File: src/common/fault_resp_pkg.sv
// Package with field layout, encodings, timing constants and carrier types for fault response.
package fault_resp_pkg;

  // ---------------------------------------------------------------------------
  // Response byte layout
  // ---------------------------------------------------------------------------
  localparam int RESP_HI = 7;
  localparam int RESP_LO = 6;
  localparam int RETRY_HI = 5;
  localparam int RETRY_LO = 3;
  localparam int DELAY_HI = 2;
  localparam int DELAY_LO = 0;

  localparam logic [1:0] RESP_IGNORE = 2'h0;
  localparam logic [1:0] RESP_DELAYED = 2'h1;
  localparam logic [1:0] RESP_RETRY = 2'h2;
  localparam logic [1:0] RESP_HOLD = 2'h3;

  localparam logic [2:0] RETRY_NONE = 3'h0;
  localparam logic [2:0] RETRY_FOREVER = 3'h7;

  localparam logic [7:0] RESP_RESET = 8'h80;

  // ---------------------------------------------------------------------------
  // Timing
  // ---------------------------------------------------------------------------
  localparam int CLK_PERIOD_NS = 10;
  localparam int UNIT_WIDTH = 24;

  // Response byte split into its fields.
  typedef struct packed {
    logic [1:0] resp;
    logic [2:0] retry;
    logic [2:0] delay;
  } resp_cfg_t;

  // Events that clear a latched fault.
  typedef struct packed {
    logic clear_faults;
    logic clear_bit;
    logic reset_pin;
  } clear_req_t;

endpackage : fault_resp_pkg

File: src/hw/delay_timer.sv
// Delay timer that counts 2**code time units of a programmed length in clock cycles.
`timescale 1ns/100ps
module delay_timer #(
  parameter int UNIT_W = fault_resp_pkg::UNIT_WIDTH
) (
  input wire logic clk,
  input wire logic srst,
  input wire logic start,
  input wire logic [2:0] code,
  input wire logic [UNIT_W-1:0] unit_cycles,
  output logic done
);
  import fault_resp_pkg::*;

  logic [UNIT_W-1:0] sub_q, sub_d;
  logic [7:0] units_q, units_d;
  logic run_q, run_d;

  // ---------------------------------------------------------------------------
  // Counting
  // ---------------------------------------------------------------------------
  // Start loads 2**code units; each unit lasts unit_cycles clocks (at least one).
  // Done looks only at the count, so a start issued in answer to it closes no loop.
  always_comb begin
    sub_d = sub_q;
    units_d = units_q;
    run_d = run_q;
    done = 1'b0;
    if (run_q) begin
      if (sub_q + UNIT_W'(1) >= unit_cycles) begin
        sub_d = '0;
        if (units_q == 8'h1) begin
          run_d = 1'b0;
          done = 1'b1;
        end else begin
          units_d = units_q - 8'h1;
        end
      end else begin
        sub_d = sub_q + UNIT_W'(1);
      end
    end
    if (start) begin
      run_d = 1'b1;
      sub_d = '0;
      units_d = 8'(8'h1 << code);
    end
  end

  // Registers only.
  always_ff @(posedge clk) begin
    if (srst) begin
      sub_q <= '0;
      units_q <= '0;
      run_q <= 1'b0;
    end else begin
      sub_q <= sub_d;
      units_q <= units_d;
      run_q <= run_d;
    end
  end

endmodule : delay_timer

File: src/hw/fault_response.sv
// Fault response and restart sequencer for one monitored converter fault.
//
// What this block does
// Response 10: switch output off on fault, then follow retry field.
// Response 11: output stays off until the fault is cleared, incl. bit clear.
// Clear-faults command clears a latched fault and releases the output.
// Reset pin clears a latched fault.
// Commanding the output off then on clears a latched fault.
// Retry field sets restart count; 000 means no restart, stay off.
// Retry field 111 restarts without limit.
// Retry field 001 gives one restart; failure latches output off.
// Retry field 010 gives two restarts; failure latches output off.
// Restart start spacing equals delay count times the unit, plus one clock, for this fault.
// Response 00 ignores the fault entirely.
// Response 01 runs for the delay, then applies retry behaviour if fault remains.
// Retry values 011 to 110 give three to six restarts, then latch off.
// Delay code 0 to 7 means 1 to 128 units, unit set separately.
// Fault seen before regulation fails the attempt; count resets on clear.
`timescale 1ns/100ps
module fault_response #(
  parameter int UNIT_W = fault_resp_pkg::UNIT_WIDTH
) (
  input wire logic clk,
  input wire logic srst,
  input wire logic [7:0] resp_byte,
  input wire logic [UNIT_W-1:0] unit_cycles,
  input wire logic fault,
  input wire logic pgood,
  input wire logic output_on_cmd,
  input wire fault_resp_pkg::clear_req_t clear_req,
  output logic output_enable,
  output logic fault_latched,
  output logic [2:0] attempts
);
  import fault_resp_pkg::*;

  typedef enum logic [2:0] {
    ST_RUN, ST_GRACE, ST_WAIT, ST_RESTART, ST_HOLD, ST_LATCH
  } state_t;

  // ---------------------------------------------------------------------------
  // Field decode
  // ---------------------------------------------------------------------------
  function automatic resp_cfg_t split_cfg(input logic [7:0] b);
    resp_cfg_t c;
    c.resp = b[RESP_HI:RESP_LO];
    c.retry = b[RETRY_HI:RETRY_LO];
    c.delay = b[DELAY_HI:DELAY_LO];
    return c;
  endfunction : split_cfg

  // True while the retry budget still allows another restart.
  function automatic logic may_retry(input logic [2:0] lim, input logic [2:0] done_n);
    return (lim == RETRY_FOREVER) || (done_n < lim);
  endfunction : may_retry

  // True in the states that keep the output off until a clear arrives.
  function automatic logic held_state(input state_t s);
    return (s == ST_HOLD) || (s == ST_LATCH);
  endfunction : held_state

  resp_cfg_t cfg;
  state_t st_q, st_d;
  logic [2:0] cnt_q, cnt_d;
  logic on_q;
  logic clear_any;
  logic tmr_start, tmr_done;
  logic en_q, en_d;
  logic lat_q, lat_d;

  assign cfg = split_cfg(resp_byte);

  // ---------------------------------------------------------------------------
  // Clear sources
  // ---------------------------------------------------------------------------
  // Any clear source, or the off-to-on edge of the output command.
  assign clear_any = clear_req.clear_faults | clear_req.clear_bit | clear_req.reset_pin |
                     (output_on_cmd & ~on_q);

  delay_timer #(.UNIT_W(UNIT_W)) u_timer (
    .clk(clk),
    .srst(srst),
    .start(tmr_start),
    .code(cfg.delay),
    .unit_cycles(unit_cycles),
    .done(tmr_done)
  );

  // ---------------------------------------------------------------------------
  // Sequencer
  // ---------------------------------------------------------------------------
  // Next state, attempt count and output enable.
  always_comb begin
    st_d = st_q;
    cnt_d = cnt_q;
    tmr_start = 1'b0;
    case (st_q)
      ST_RUN: begin
        if (fault) begin
          case (cfg.resp)
            RESP_IGNORE: st_d = ST_RUN;
            RESP_DELAYED: begin
              st_d = ST_GRACE;
              tmr_start = 1'b1;
            end
            RESP_RETRY: begin
              if (may_retry(cfg.retry, cnt_q)) begin
                st_d = ST_WAIT;
                tmr_start = 1'b1;
              end else begin
                st_d = ST_LATCH;
              end
            end
            default: st_d = ST_HOLD;
          endcase
        end else if (pgood) begin
          cnt_d = '0;
        end
      end
      ST_GRACE: begin
        if (tmr_done) begin
          if (!fault) begin
            st_d = ST_RUN;
          end else if (may_retry(cfg.retry, cnt_q)) begin
            st_d = ST_WAIT;
            tmr_start = 1'b1;
          end else begin
            st_d = ST_LATCH;
          end
        end
      end
      ST_WAIT: begin
        if (tmr_done) begin
          st_d = ST_RESTART;
          cnt_d = cnt_q + 3'h1;
          tmr_start = 1'b1;
        end
      end
      ST_RESTART: begin
        if (fault) begin
          // Attempt failed before regulation was reached.
          if (may_retry(cfg.retry, cnt_q)) begin
            st_d = ST_WAIT;
            tmr_start = 1'b1;
          end else begin
            st_d = ST_LATCH;
          end
        end else if (pgood) begin
          st_d = ST_RUN;
        end
      end
      ST_HOLD: begin
        if (!fault) begin
          st_d = ST_LATCH;
        end
      end
      ST_LATCH: st_d = ST_LATCH;
      default: st_d = ST_RUN;
    endcase
    if (clear_any && held_state(st_q)) begin
      st_d = ST_RUN;
      cnt_d = '0;
    end
    en_d = output_on_cmd && (st_d == ST_RUN || st_d == ST_GRACE || st_d == ST_RESTART);
    lat_d = held_state(st_d);
  end

  // Registers only.
  always_ff @(posedge clk) begin
    if (srst) begin
      st_q <= ST_RUN;
      cnt_q <= '0;
      on_q <= 1'b0;
      en_q <= 1'b0;
      lat_q <= 1'b0;
    end else begin
      st_q <= st_d;
      cnt_q <= cnt_d;
      on_q <= output_on_cmd;
      en_q <= en_d;
      lat_q <= lat_d;
    end
  end

  assign output_enable = en_q;
  assign fault_latched = lat_q;
  assign attempts = cnt_q;

  // ---------------------------------------------------------------------------
  // Check helpers
  // ---------------------------------------------------------------------------
  localparam int SPAN_W = UNIT_W + 8; // Eight more bits hold up to 128 units.

  // Clocks that one timed interval should last for a delay code and a unit length.
  function automatic logic [SPAN_W-1:0] span_of(input logic [2:0] code,
                                                input logic [UNIT_W-1:0] unit);
    logic [SPAN_W-1:0] len;
    len = (unit == '0) ? SPAN_W'(1) : SPAN_W'(unit);
    return len << code;
  endfunction : span_of

  logic [SPAN_W-1:0] gap_q, gap_d, span_q, span_d;
  logic [UNIT_W-1:0] unit_q, unit_d;

  // Counts clocks since the last timer start and keeps the span that start asked for.
  always_comb begin
    gap_d = gap_q + SPAN_W'(1);
    span_d = span_q;
    unit_d = unit_q;
    if (tmr_start) begin
      gap_d = '0;
      span_d = span_of(cfg.delay, unit_cycles);
      unit_d = unit_cycles;
    end
  end

  // Registers only.
  always_ff @(posedge clk) begin
    if (srst) begin
      gap_q <= '0;
      span_q <= SPAN_W'(1);
      unit_q <= '0;
    end else begin
      gap_q <= gap_d;
      span_q <= span_d;
      unit_q <= unit_d;
    end
  end
endmodule : fault_response

File: config.mk
export PLATFORM = sky130hd
export DESIGN_NAME = fault_response
export DESIGN_NICKNAME = d
export VERILOG_FILES = /design/src/common/fault_resp_pkg.sv /design/src/hw/delay_timer.sv /design/src/hw/fault_response.sv
export SDC_FILE = /design/constraint.sdc
export NUM_CORES = 1
export LEC_CHECK = 0
export BUFFER_PORTS_ARGS = -buffer_cell sky130_fd_sc_hd__buf_2
export CORE_UTILIZATION = 55
export DETAILED_ROUTE_END_ITERATION = 12
export PLACE_DENSITY = 0.76
export RECOVER_POWER = 100
export SETUP_SLACK_MARGIN = 0.4
export SLEW_MARGIN = 10
export SYNTH_ARGS = -nofsm -noshare
export SYNTH_HDL_FRONTEND = slang
export SYNTH_HIERARCHICAL = 1
export SYNTH_SLANG_ARGS = --single-unit
File: constraint.sdc
create_clock -name clk -period 10.2 [get_ports clk]
set_input_delay 1.02 -clock clk [delete_from_list [all_inputs] [get_ports clk]]
set_output_delay 1.02 -clock clk [all_outputs]
set_load 0.05 [all_outputs]
After elaboration in Yosys (flattened, before gate mapping)
Cells that the tools add are included.
- add/sub/neg operators: 3
- order comparisons: 2
- eq/ne operators: 17
- shifts and indexed selects: 1
- mux-type cells: 34
- bitwise logic cells: 5
- reductions and logical operators: 17
- operator list (operator ; number):
    2-to-1 mux 3 bit ; 12
    2-to-1 mux 8 bit ; 4
    adder 24 x 1 -> 24 bit, second input constant ; 1
    >= comparator 24 bit ; 1
    2-to-1 mux 24 bit ; 1
    one-hot mux 3 bit (6 select lines) ; 1
    == test 3 bit, second input constant ; 5
    2-to-1 mux 1 bit ; 12
    == test 3 x 2 -> 1 bit, second input constant ; 3
    one-hot mux 3 bit (3 select lines) ; 1
    == test 8 x 1 -> 1 bit, second input constant ; 1
    != test 2 bit, second input constant ; 4
    << shifter 1 x 3 -> 8 bit, first input constant ; 1
    subtractor 8 x 1 -> 8 bit, second input constant ; 1
    == test 3 x 1 -> 1 bit, second input constant ; 2
    zero test 3 bit ; 2
    one-hot mux 3 bit (2 select lines) ; 1
    nonzero test 2 bit ; 3
    logical OR 1 bit ; 5
    one-hot mux 1 bit (4 select lines) ; 1
    AND reduction 4 bit ; 1
    OR reduction 2 bit ; 2
    adder 3 x 1 -> 3 bit, second input constant ; 1
    less-than comparator 3 bit ; 1
    other kinds (9) ; 12
- flip-flop bits (word level): 42
- input bits: 40
- output and inout bits: 5
- word-level logic and storage cells: 87

Depth between registers and ports, before layout
Gate-level depths: netlist (run 1).
- depth in word-level cells: 11
- mapped depth: 25
- mapped depth without buffers: 23

Modules after synthesis
The synthesis (run 1) kept the hierarchy.
- modules (own cells, without submodules) (module ; instances ; cells each ; area an instance (sq um)):
    delay_timer ; 1 ; 351 ; 2651.3
    fault_response ; 1 ; 79 ; 693.2

Worst setup path before layout (run 1)
OpenSTA, ideal clock, no wires.
- path type: reg2reg
- from: register u_timer.sub_q[0]
- to: register u_timer.sub_q[10]
- setup time: 0.070 ns
- arrival time: 4.592 ns
- data required time: 10.130 ns
- path slack: 5.538 ns
- stages on the path, launching flop included: 24
- clock period less this slack: 4.662 ns
- cell sequence: dfxtp_1 ha_1 and3_1 and3_1 clkbuf_1 nand3_1 nor2_1 xor2_1 ha_1 nand2_1 o21ai_0 a2111oi_2 a31oi_4 nor2_2 clkbuf_1 nor3_1 nor2_1 nor2_1 a22oi_1 o32ai_1 or2_2 buf_1 clkbuf_1 a21oi_1
- cells in the longest elaborated chain, start to end: 7
- elaborated cells on any way between the ends: 9
- ends and longest elaborated chain (element ; RTL line ; text):
    start: declaration ; delay_timer.sv:15 ; logic [UNIT_W-1:0] sub_q, sub_d;
    start signal: assignment ; delay_timer.sv:56 ; sub_q <= sub_d;
    adder 24 x 1 -> 24 bit * ; delay_timer.sv:30 ; if (sub_q + UNIT_W'(1) >= unit_cycles) begin
    >= comparator 24 bit * ; delay_timer.sv:30 ;
    2-to-1 mux 1 bit * ; delay_timer.sv:30 ;
    2-to-1 mux 1 bit * ; delay_timer.sv:29 ; if (run_q) begin
    named net tmr_done ; fault_response.sv:67 ; logic tmr_start, tmr_done;
    2-to-1 mux 1 bit, on equally long branches ; fault_response.sv:133, fault_response.sv:121 ;
    one-hot mux 1 bit (4 select lines) * ; fault_response.sv:97 ; case (st_q)
    named net tmr_start ; fault_response.sv:67 ;
    OR reduction 2 bit (no line) * ; - ;
Mark *: on every way through the listed nets, which the timed path passes. The rest lies on a longest branch.
A chain may end at the register's enable or synchronous reset.

Worst setup path in the final report (run 1)
- from: register u_timer.sub_q[0]
- to: register u_timer.units_q[6]
- cells in the longest elaborated chain, start to end: 8
- elaborated cells on any way between the ends: 12
- ends and longest elaborated chain (element ; RTL line ; text):
    adder 24 x 1 -> 24 bit * ; delay_timer.sv:30 ;
    >= comparator 24 bit * ; delay_timer.sv:30 ;
    2-to-1 mux 1 bit * ; delay_timer.sv:30 ;
    2-to-1 mux 1 bit * ; delay_timer.sv:29 ;
    named net tmr_done ; fault_response.sv:67 ;
    2-to-1 mux 1 bit, on equally long branches ; fault_response.sv:133, fault_response.sv:121 ;
    one-hot mux 1 bit (4 select lines) * ; fault_response.sv:97 ;
    named net tmr_start ; fault_response.sv:67 ;
    != test 2 bit (no line) or nonzero test 2 bit (tied branches) ; - ;
    AND reduction 3 bit (no line) ; - ;
    end signal: assignment ; delay_timer.sv:57 ; units_q <= units_d;
    end: declaration ; delay_timer.sv:16 ; logic [7:0] units_q, units_d;
Marked as above.

==> reports/results.ini, run 1 <==
[logic_synthesis]
yosysSeqAreaShare=0.251
ys_types=62
muxShareOfSynthArea=0.0138
yosysWarnings=6
synth_simple_gate_area_frac=0.276
synth_top_family_by_area=simple AND/OR/NAND/NOR gates
synth_compound_gate_area_share=0.195
ys_ff_latch=42
synth_xor_area_frac=0.0681
synth_area_um2=3340
avgSynthCellArea_um2=7.78
synth_adder_area_share=0.123
async_flop_share=0
synth_nets=503
yosys_most_used_dff=dfxtp_1
synth_edf_count=0
synth_cells=430

[setup_path]
end_kind=register
r2r_slack_ns=3.17
worstPathCellList=ha_1 -> and3_1 -> and3_1 -> nand3_1 -> nor2_1 -> xor2_1 -> ha_1 -> nand2_1 -> o21ai_0 -> o211ai_1 -> a31oi_1 -> nor2_1 -> nor3_1 -> nor2b_1 -> a22oi_1 -> o32ai_1 -> clkbuf_1 -> inv_1 -> nor2_1 -> nand3_1 -> a21oi_1 -> o21ai_0 -> nor3_1
worst-setup-path-type=reg -> reg
cp.required_ns=10.41
critPathTopFamily=simple AND/OR/NAND/NOR gates
reg2regPathDepth=23
crit_path_start_kind=register
critPathArrivalTime_ns=7.24
critPathMostFrequentCell=nor2_1
critPathSlowestCell=a31oi_1
crit_path_start=u_timer/sub_q[0]
crit_fanout=27
r2r-end=u_timer/units_q[6]
slowest_delay_ns=1.15
reg2reg_from=u_timer/sub_q[0]
crit_buf_inv=2

[die]
row_count=28
die_y_um=80.0
start_util=0.568
io_pins=45
fp.coreArea_um2=5890
dieArea_um2=6400
dieWidth_um=80.0

[power_and_ir_drop]
p_sw_frac=0.282
pwr-share-comb=0.176
clkPwrFrac=0.317
power.switching_w=0.0000980
powerDensity_nw_per_um2=96.0
share_seq_of_total_power=0.507
ir_worst_vdd_mv=0.0704
p_leak_nw=1.62
power.internal_w=0.000249

[clocking]
cts.repair.resized=0
cts_buffer_depth=2
cts.root.buffer_cell=clkbuf_8
cts_tree=done
cts_hold_buf=0
post-cts-setup-buffers=0
clk_pin_slew_ns=0.08
cts_max_level=2
insertion_delay_ns=0.29
numCtsBuffers=5
clock-sinks=42

[global_routing]
grt_max_degree=30
track_usage=0.233
first_global_vias=2835
antenna_found_initial=0
grt-ovfl-total=0
grt_pass1_wl_mm=12.1

[cells_and_area]
final_cell_area_um2=3620
antenna_cells=0
post-route-util=0.615
syn2layout_area_growth_pct=8.16
drive_above_1_share=0.121
finalNonFillerCells=537
layout.nets=534

[routing]
vias_per_cell=5.81
drc=0
drtPass1Iterations=4
drt_iter0_markers=189
drt_wl_total_mm=7.11
wl_per_cell_um=13.2
drtAntennaViolNets=0
routed-via-count=3118

[timing]
skew_ns=0.00574
setup_viol=0
report.final.slew_viol_count=47
tightest_slew_ns=1.72
period_share=0.689
rsz0062_at_grt=false
tns_ns=0
hold_violations=0
min_period_ns=7.03
slew_headroom=-0.150
holdWs_ns=0.484
fmax_mhz=142

[status]
status=finished with violations
violations=max-capacitance violations, max-slew violations

[min_path]
min_to=u_timer/sub_q[23]
min_from=u_timer/sub_q[23]
hp-class=reg -> reg
whs_path_depth=2

[placement]
dpl-instance-area_um2=3570
port_buffers=44
dp.cells=529
dp_hpwl_mm=5.21
gp_congestion=0.879

[job]
max_cap_violations=2

-- worst max path at each step --
stage,end,cells after the start,slack (ns)
6_report,u_timer/units_q[6],23,3.17
5_1_grt,u_timer/units_q[6],23,2.34
4_1_cts,u_timer/units_q[4],22,4.49
3_5_place_dp,u_timer/units_q[4],22,4.54
3_3_place_gp,u_timer/units_q[4],22,4.62
2_1_floorplan,u_timer/sub_q[10],23,5.54
-- power groups by stage --
stage / sequential (W) / combinational [W] / clock [W]
3_5_place_dp: 0.000180 / 0.0000623 / 0
2_1_floorplan: 0.000178 / 0.0000452 / 0
4_1_cts: 0.000176 / 0.0000626 / 0.000115
3_3_place_gp: 0.000180 / 0.0000606 / 0
5_1_grt: 0.000177 / 0.0000701 / 0.000121
6_report: 0.000176 / 0.0000612 / 0.000110
-- state kept, by name, summed over array words and instances (netlist names) --
name             cells
attempts             3
fault_latched        1
on_q                 1
output_enable        1
st_q                 3
u_timer/run_q        1
u_timer/sub_q       24
u_timer/units_q      8
-- cells in the final DEF, fill, tap and decap left out, types with 3 or more instances in the layout --
cell and instances:
dfxtp_1 42, a21oi_1 40, inv_1 39, buf_2 38, ha_1 33, nand2_1 28
o21ai_0 28, nor2_1 26, nand3_1 25, nor3_1 22, xnor2_1 14, xor2_1 12
and3_1 10, nand4b_1 10, nand4_1 9, clkbuf_1 8, and2_1 6, clkbuf_8 6
nor3b_1 6, nor2b_1 5, nand2b_1 4, a32oi_1 3, and4_1 3, o211ai_1 3
-- Yosys cell counts, drive strengths merged (2+ instances only) --
cell	number	area (um^2)
a21oi	40	200
ha	33	413
o21ai	28	144
nand2b	5	38.8
a2111oi	3	57.6
a32oi	3	26.3
and3	10	62.6
o311a	2	21.3
nand4	9	56.3
and2	6	37.5
a31oi	2	27.5
o21ba	2	20.0
inv	39	146
xnor2	14	123
a211oi	2	20.0
nand3	25	125
nor2b	5	31.3
buf	5	35.0
o31ai	2	15.0
xor2	12	105
nand2	28	105
or3	3	20.0
and4	3	26.3
nor3b	6	45.0
or4b	3	33.8
dfxtp	42	841
mux2	2	26.3
nand4b	10	87.6
nor3	22	110
or2	2	12.5
clkbuf	16	60.1
o211ai	3	22.5
mux2i	2	20.0
nor2	26	100
-- cell families (layout without fill, tap and decap cells) --
kind of cell               count (synthesis)  count (layout)
adders and majority gates                 33              33
muxes                                      4               4
AOI/OAI and AO/OA                         98              98
and+or+nand+nor                          167             167
buffers and inverters                     60              92
xor gates and xnor gates                  26              26
DFF                                       42              42
-- metrics by stage --
| step | setup WS [ns] | total power [W] |
|---|---|---|
| final | 3.17 | 0.000347 |
| after global routing | 2.34 | 0.000368 |
| after CTS | 4.49 | 0.000353 |
| after detailed placement | 4.54 | 0.000242 |
| after global placement | 4.62 | 0.000240 |
| after floorplan | 5.54 | 0.000223 |
-- worst register-to-register path, cell delays in order (launching register included) --
cell and delay (ns):
dfxtp_1 0.40, ha_1 0.24, and3_1 0.25, and3_1 0.31, nand3_1 0.19, nor2_1 0.17, xor2_1 0.09, ha_1 0.28
nand2_1 0.05, o21ai_0 0.24, o211ai_1 0.16, a31oi_1 1.15, nor2_1 0.87, nor3_1 0.56, nor2b_1 0.23, a22oi_1 0.11
o32ai_1 0.14, clkbuf_1 0.45, inv_1 0.25, nor2_1 0.23, nand3_1 0.15, a21oi_1 0.16, o21ai_0 0.10, nor3_1 0.18
-- layout make-up --
type | count | area (um^2)
Timing Repair Buffer | 45 | 216
Fill cell | 581 | 2270
Sequential cell | 42 | 841
Clock inverter | 1 | 5.00
Inverter | 39 | 146
Clock buffer | 7 | 86.3
Multi-Input combinational cell | 328 | 2230
Tap cell | 75 | 93.8
-- metal layers --
layer	vias to the layer above	share of wire	track usage
li1	1596	-	-
met1	1445	0.47	0.288
met2	73	0.49	0.415
met3	4	0.036	0.0389
met4	0	0.0044	0.0589
met5	-	0	0
No activity file was read; power rests on OpenSTA's default activity.
==> inputs of run 2 (changes only) <==
==> constraint.sdc (replaced) <==
create_clock -name clk -period 7.3 [get_ports clk]
set_input_delay 0.73 -clock clk [delete_from_list [all_inputs] [get_ports clk]]
set_output_delay 0.73 -clock clk [all_outputs]
set_load 0.05 [all_outputs]
==> reports/results.ini, run 2 (same netlist as run 1, synthesis figures left out) <==
[cells_and_area]
fillers=556
layout.nets=535
syn2layout_area_growth_pct=8.42
final_common_cell=dfxtp_1
antenna_cells=0
largest_reg_flops=24
drive_above_1_share=0.125
top_register=u_timer/sub_q
top_regs=u_timer/sub_q (24), u_timer/units_q (8)
mostFrequentLayoutCells=42 x dfxtp_1, 40 x a21oi_1, 39 x inv_1

[routing]
drt_iter0_markers=151
wl_per_cell_um=13.4
drtAntennaViolNets=0
drc=0
drt_wl_total_mm=7.23
vias_per_cell=5.86
routed-via-count=3153
drtPass1Iterations=6

[clocking]
insertion_delay_ns=0.30
cts_hold_buf=0
cts_tree=done
cts.repair.resized=0
clock-sinks=42
numCtsBuffers=5
cts_buffer_depth=2
cts.root.buffer_cell=clkbuf_8
clk_pin_slew_ns=0.08
cts_max_level=2
post-cts-setup-buffers=0

[global_routing]
grt_max_degree=30
first_global_vias=2849
track_usage=0.238
antenna_found_initial=0
grt_pass1_wl_mm=12.2
grt-ovfl-total=0

[timing]
min_period_ns=5.68
setup_viol=0
slew_headroom=-0.0290
rsz0062_at_grt=false
fmax_mhz=176
skew_ns=0.00333
hold_violations=0
report.final.slew_viol_count=19
tightest_slew_ns=1.54
tns_ns=0
period_share=0.778

[power_and_ir_drop]
powerDensity_nw_per_um2=135
total_power_w=0.000489
p_leak_nw=1.62
ir_worst_vdd_mv=0.121

[setup_path]
worst-setup-path-type=reg -> reg
cp.required_ns=7.52
end_kind=register
r2r-end=u_timer/units_q[6]
r2r_slack_ns=1.62
crit_path_start_kind=register
endpoint=u_timer/units_q[6]
reg2regPathDepth=23
critPathArrivalTime_ns=5.90
reg2reg_from=u_timer/sub_q[0]
crit_path_start=u_timer/sub_q[0]
crit_fanout=18

[min_path]
hp-class=reg -> reg

[placement]
port_buffers=44
dp_hpwl_mm=5.22
gp_congestion=0.850

[die]
io_pins=45
dieWidth_um=80.0
row_count=28
die_y_um=80.0
start_util=0.568
fp.coreArea_um2=5890
dieArea_um2=6400

[status]
status=finished with violations
violations=max-capacitance violations, max-slew violations

[job]
max_cap_violations=1

-- run 2: cell count changes in the layout (fill, tap and decap cells not counted), sizes merged --
cell    previous run  this run
buf               38        40
clkbuf            14        13
-- run 2: cell type report --
type	instances	area, um^2	share of cell area
Timing Repair Buffer	46	228	0.0628
Sequential cell	42	841	0.232
Tap cell	75	93.8	0.0259
Multi-Input combinational cell	328	2230	0.614
Inverter	39	146	0.0404
Clock inverter	1	5.00	0.00138
Clock buffer	7	86.3	0.0238
-- run 2: per-layer routing --
layer | part of all wire | vias to the layer above | global-route usage
li1 | - | 1602 | -
met3 | 0.053 | 10 | 0.0389
met5 | 0 | - | 0
met2 | 0.48 | 99 | 0.421
met1 | 0.45 | 1442 | 0.289
met4 | 0.011 | 0 | 0.0857
-- run 2: worst min-delay path by stage --
stage	startpoint	to	slack, ns	cells past startpoint
2_1_floorplan	u_timer/sub_q[19]	u_timer/sub_q[19]	0.45	2
3_3_place_gp	u_timer/sub_q[19]	u_timer/sub_q[19]	0.46	2
3_5_place_dp	u_timer/sub_q[19]	u_timer/sub_q[19]	0.47	2
4_1_cts	u_timer/sub_q[19]	u_timer/sub_q[19]	0.48	2
5_1_grt	u_timer/sub_q[19]	u_timer/sub_q[19]	0.50	2
6_report	u_timer/sub_q[19]	u_timer/sub_q[19]	0.48	2
-- run 2: worst max-delay path: stages (launching register included) --
cell and delay [ns]:
dfxtp_1 0.38, ha_1 0.24, and3_1 0.26, and3_1 0.32, nand3_1 0.21, nor2_1 0.17
xor2_1 0.10, ha_1 0.29, nand2_1 0.06, o21ai_0 0.26, a2111oi_0 0.15, a31oi_1 1.14
nor2_2 0.04, nor3_1 0.38, nor2b_1 0.24, a22oi_1 0.11, o32ai_1 0.14, buf_4 0.23
inv_1 0.13, nor2_1 0.22, nand3_1 0.14, a21oi_1 0.16, o21ai_0 0.10, nor3_1 0.13
-- run 2: metrics by stage --
stage	hold WS, ns	setup WS, ns	utilization	std cells	cell area (um^2)
floorplan	0.450	2.64	-	430	3340
global placement	0.461	2.41	0.608	530	3580
detailed placement	0.473	2.24	0.608	530	3580
CTS	0.485	2.17	0.624	538	3670
global route	0.504	0.998	0.616	538	3630
finish	0.481	1.62	0.616	538	3630
-- run 2: power by group --
group | total [W] | switching (W) | internal (W)
clock | 0.000157 | 0.0000806 | 0.0000764
combinational | 0.0000858 | 0.0000486 | 0.0000372
sequential | 0.000246 | 0.0000110 | 0.000235
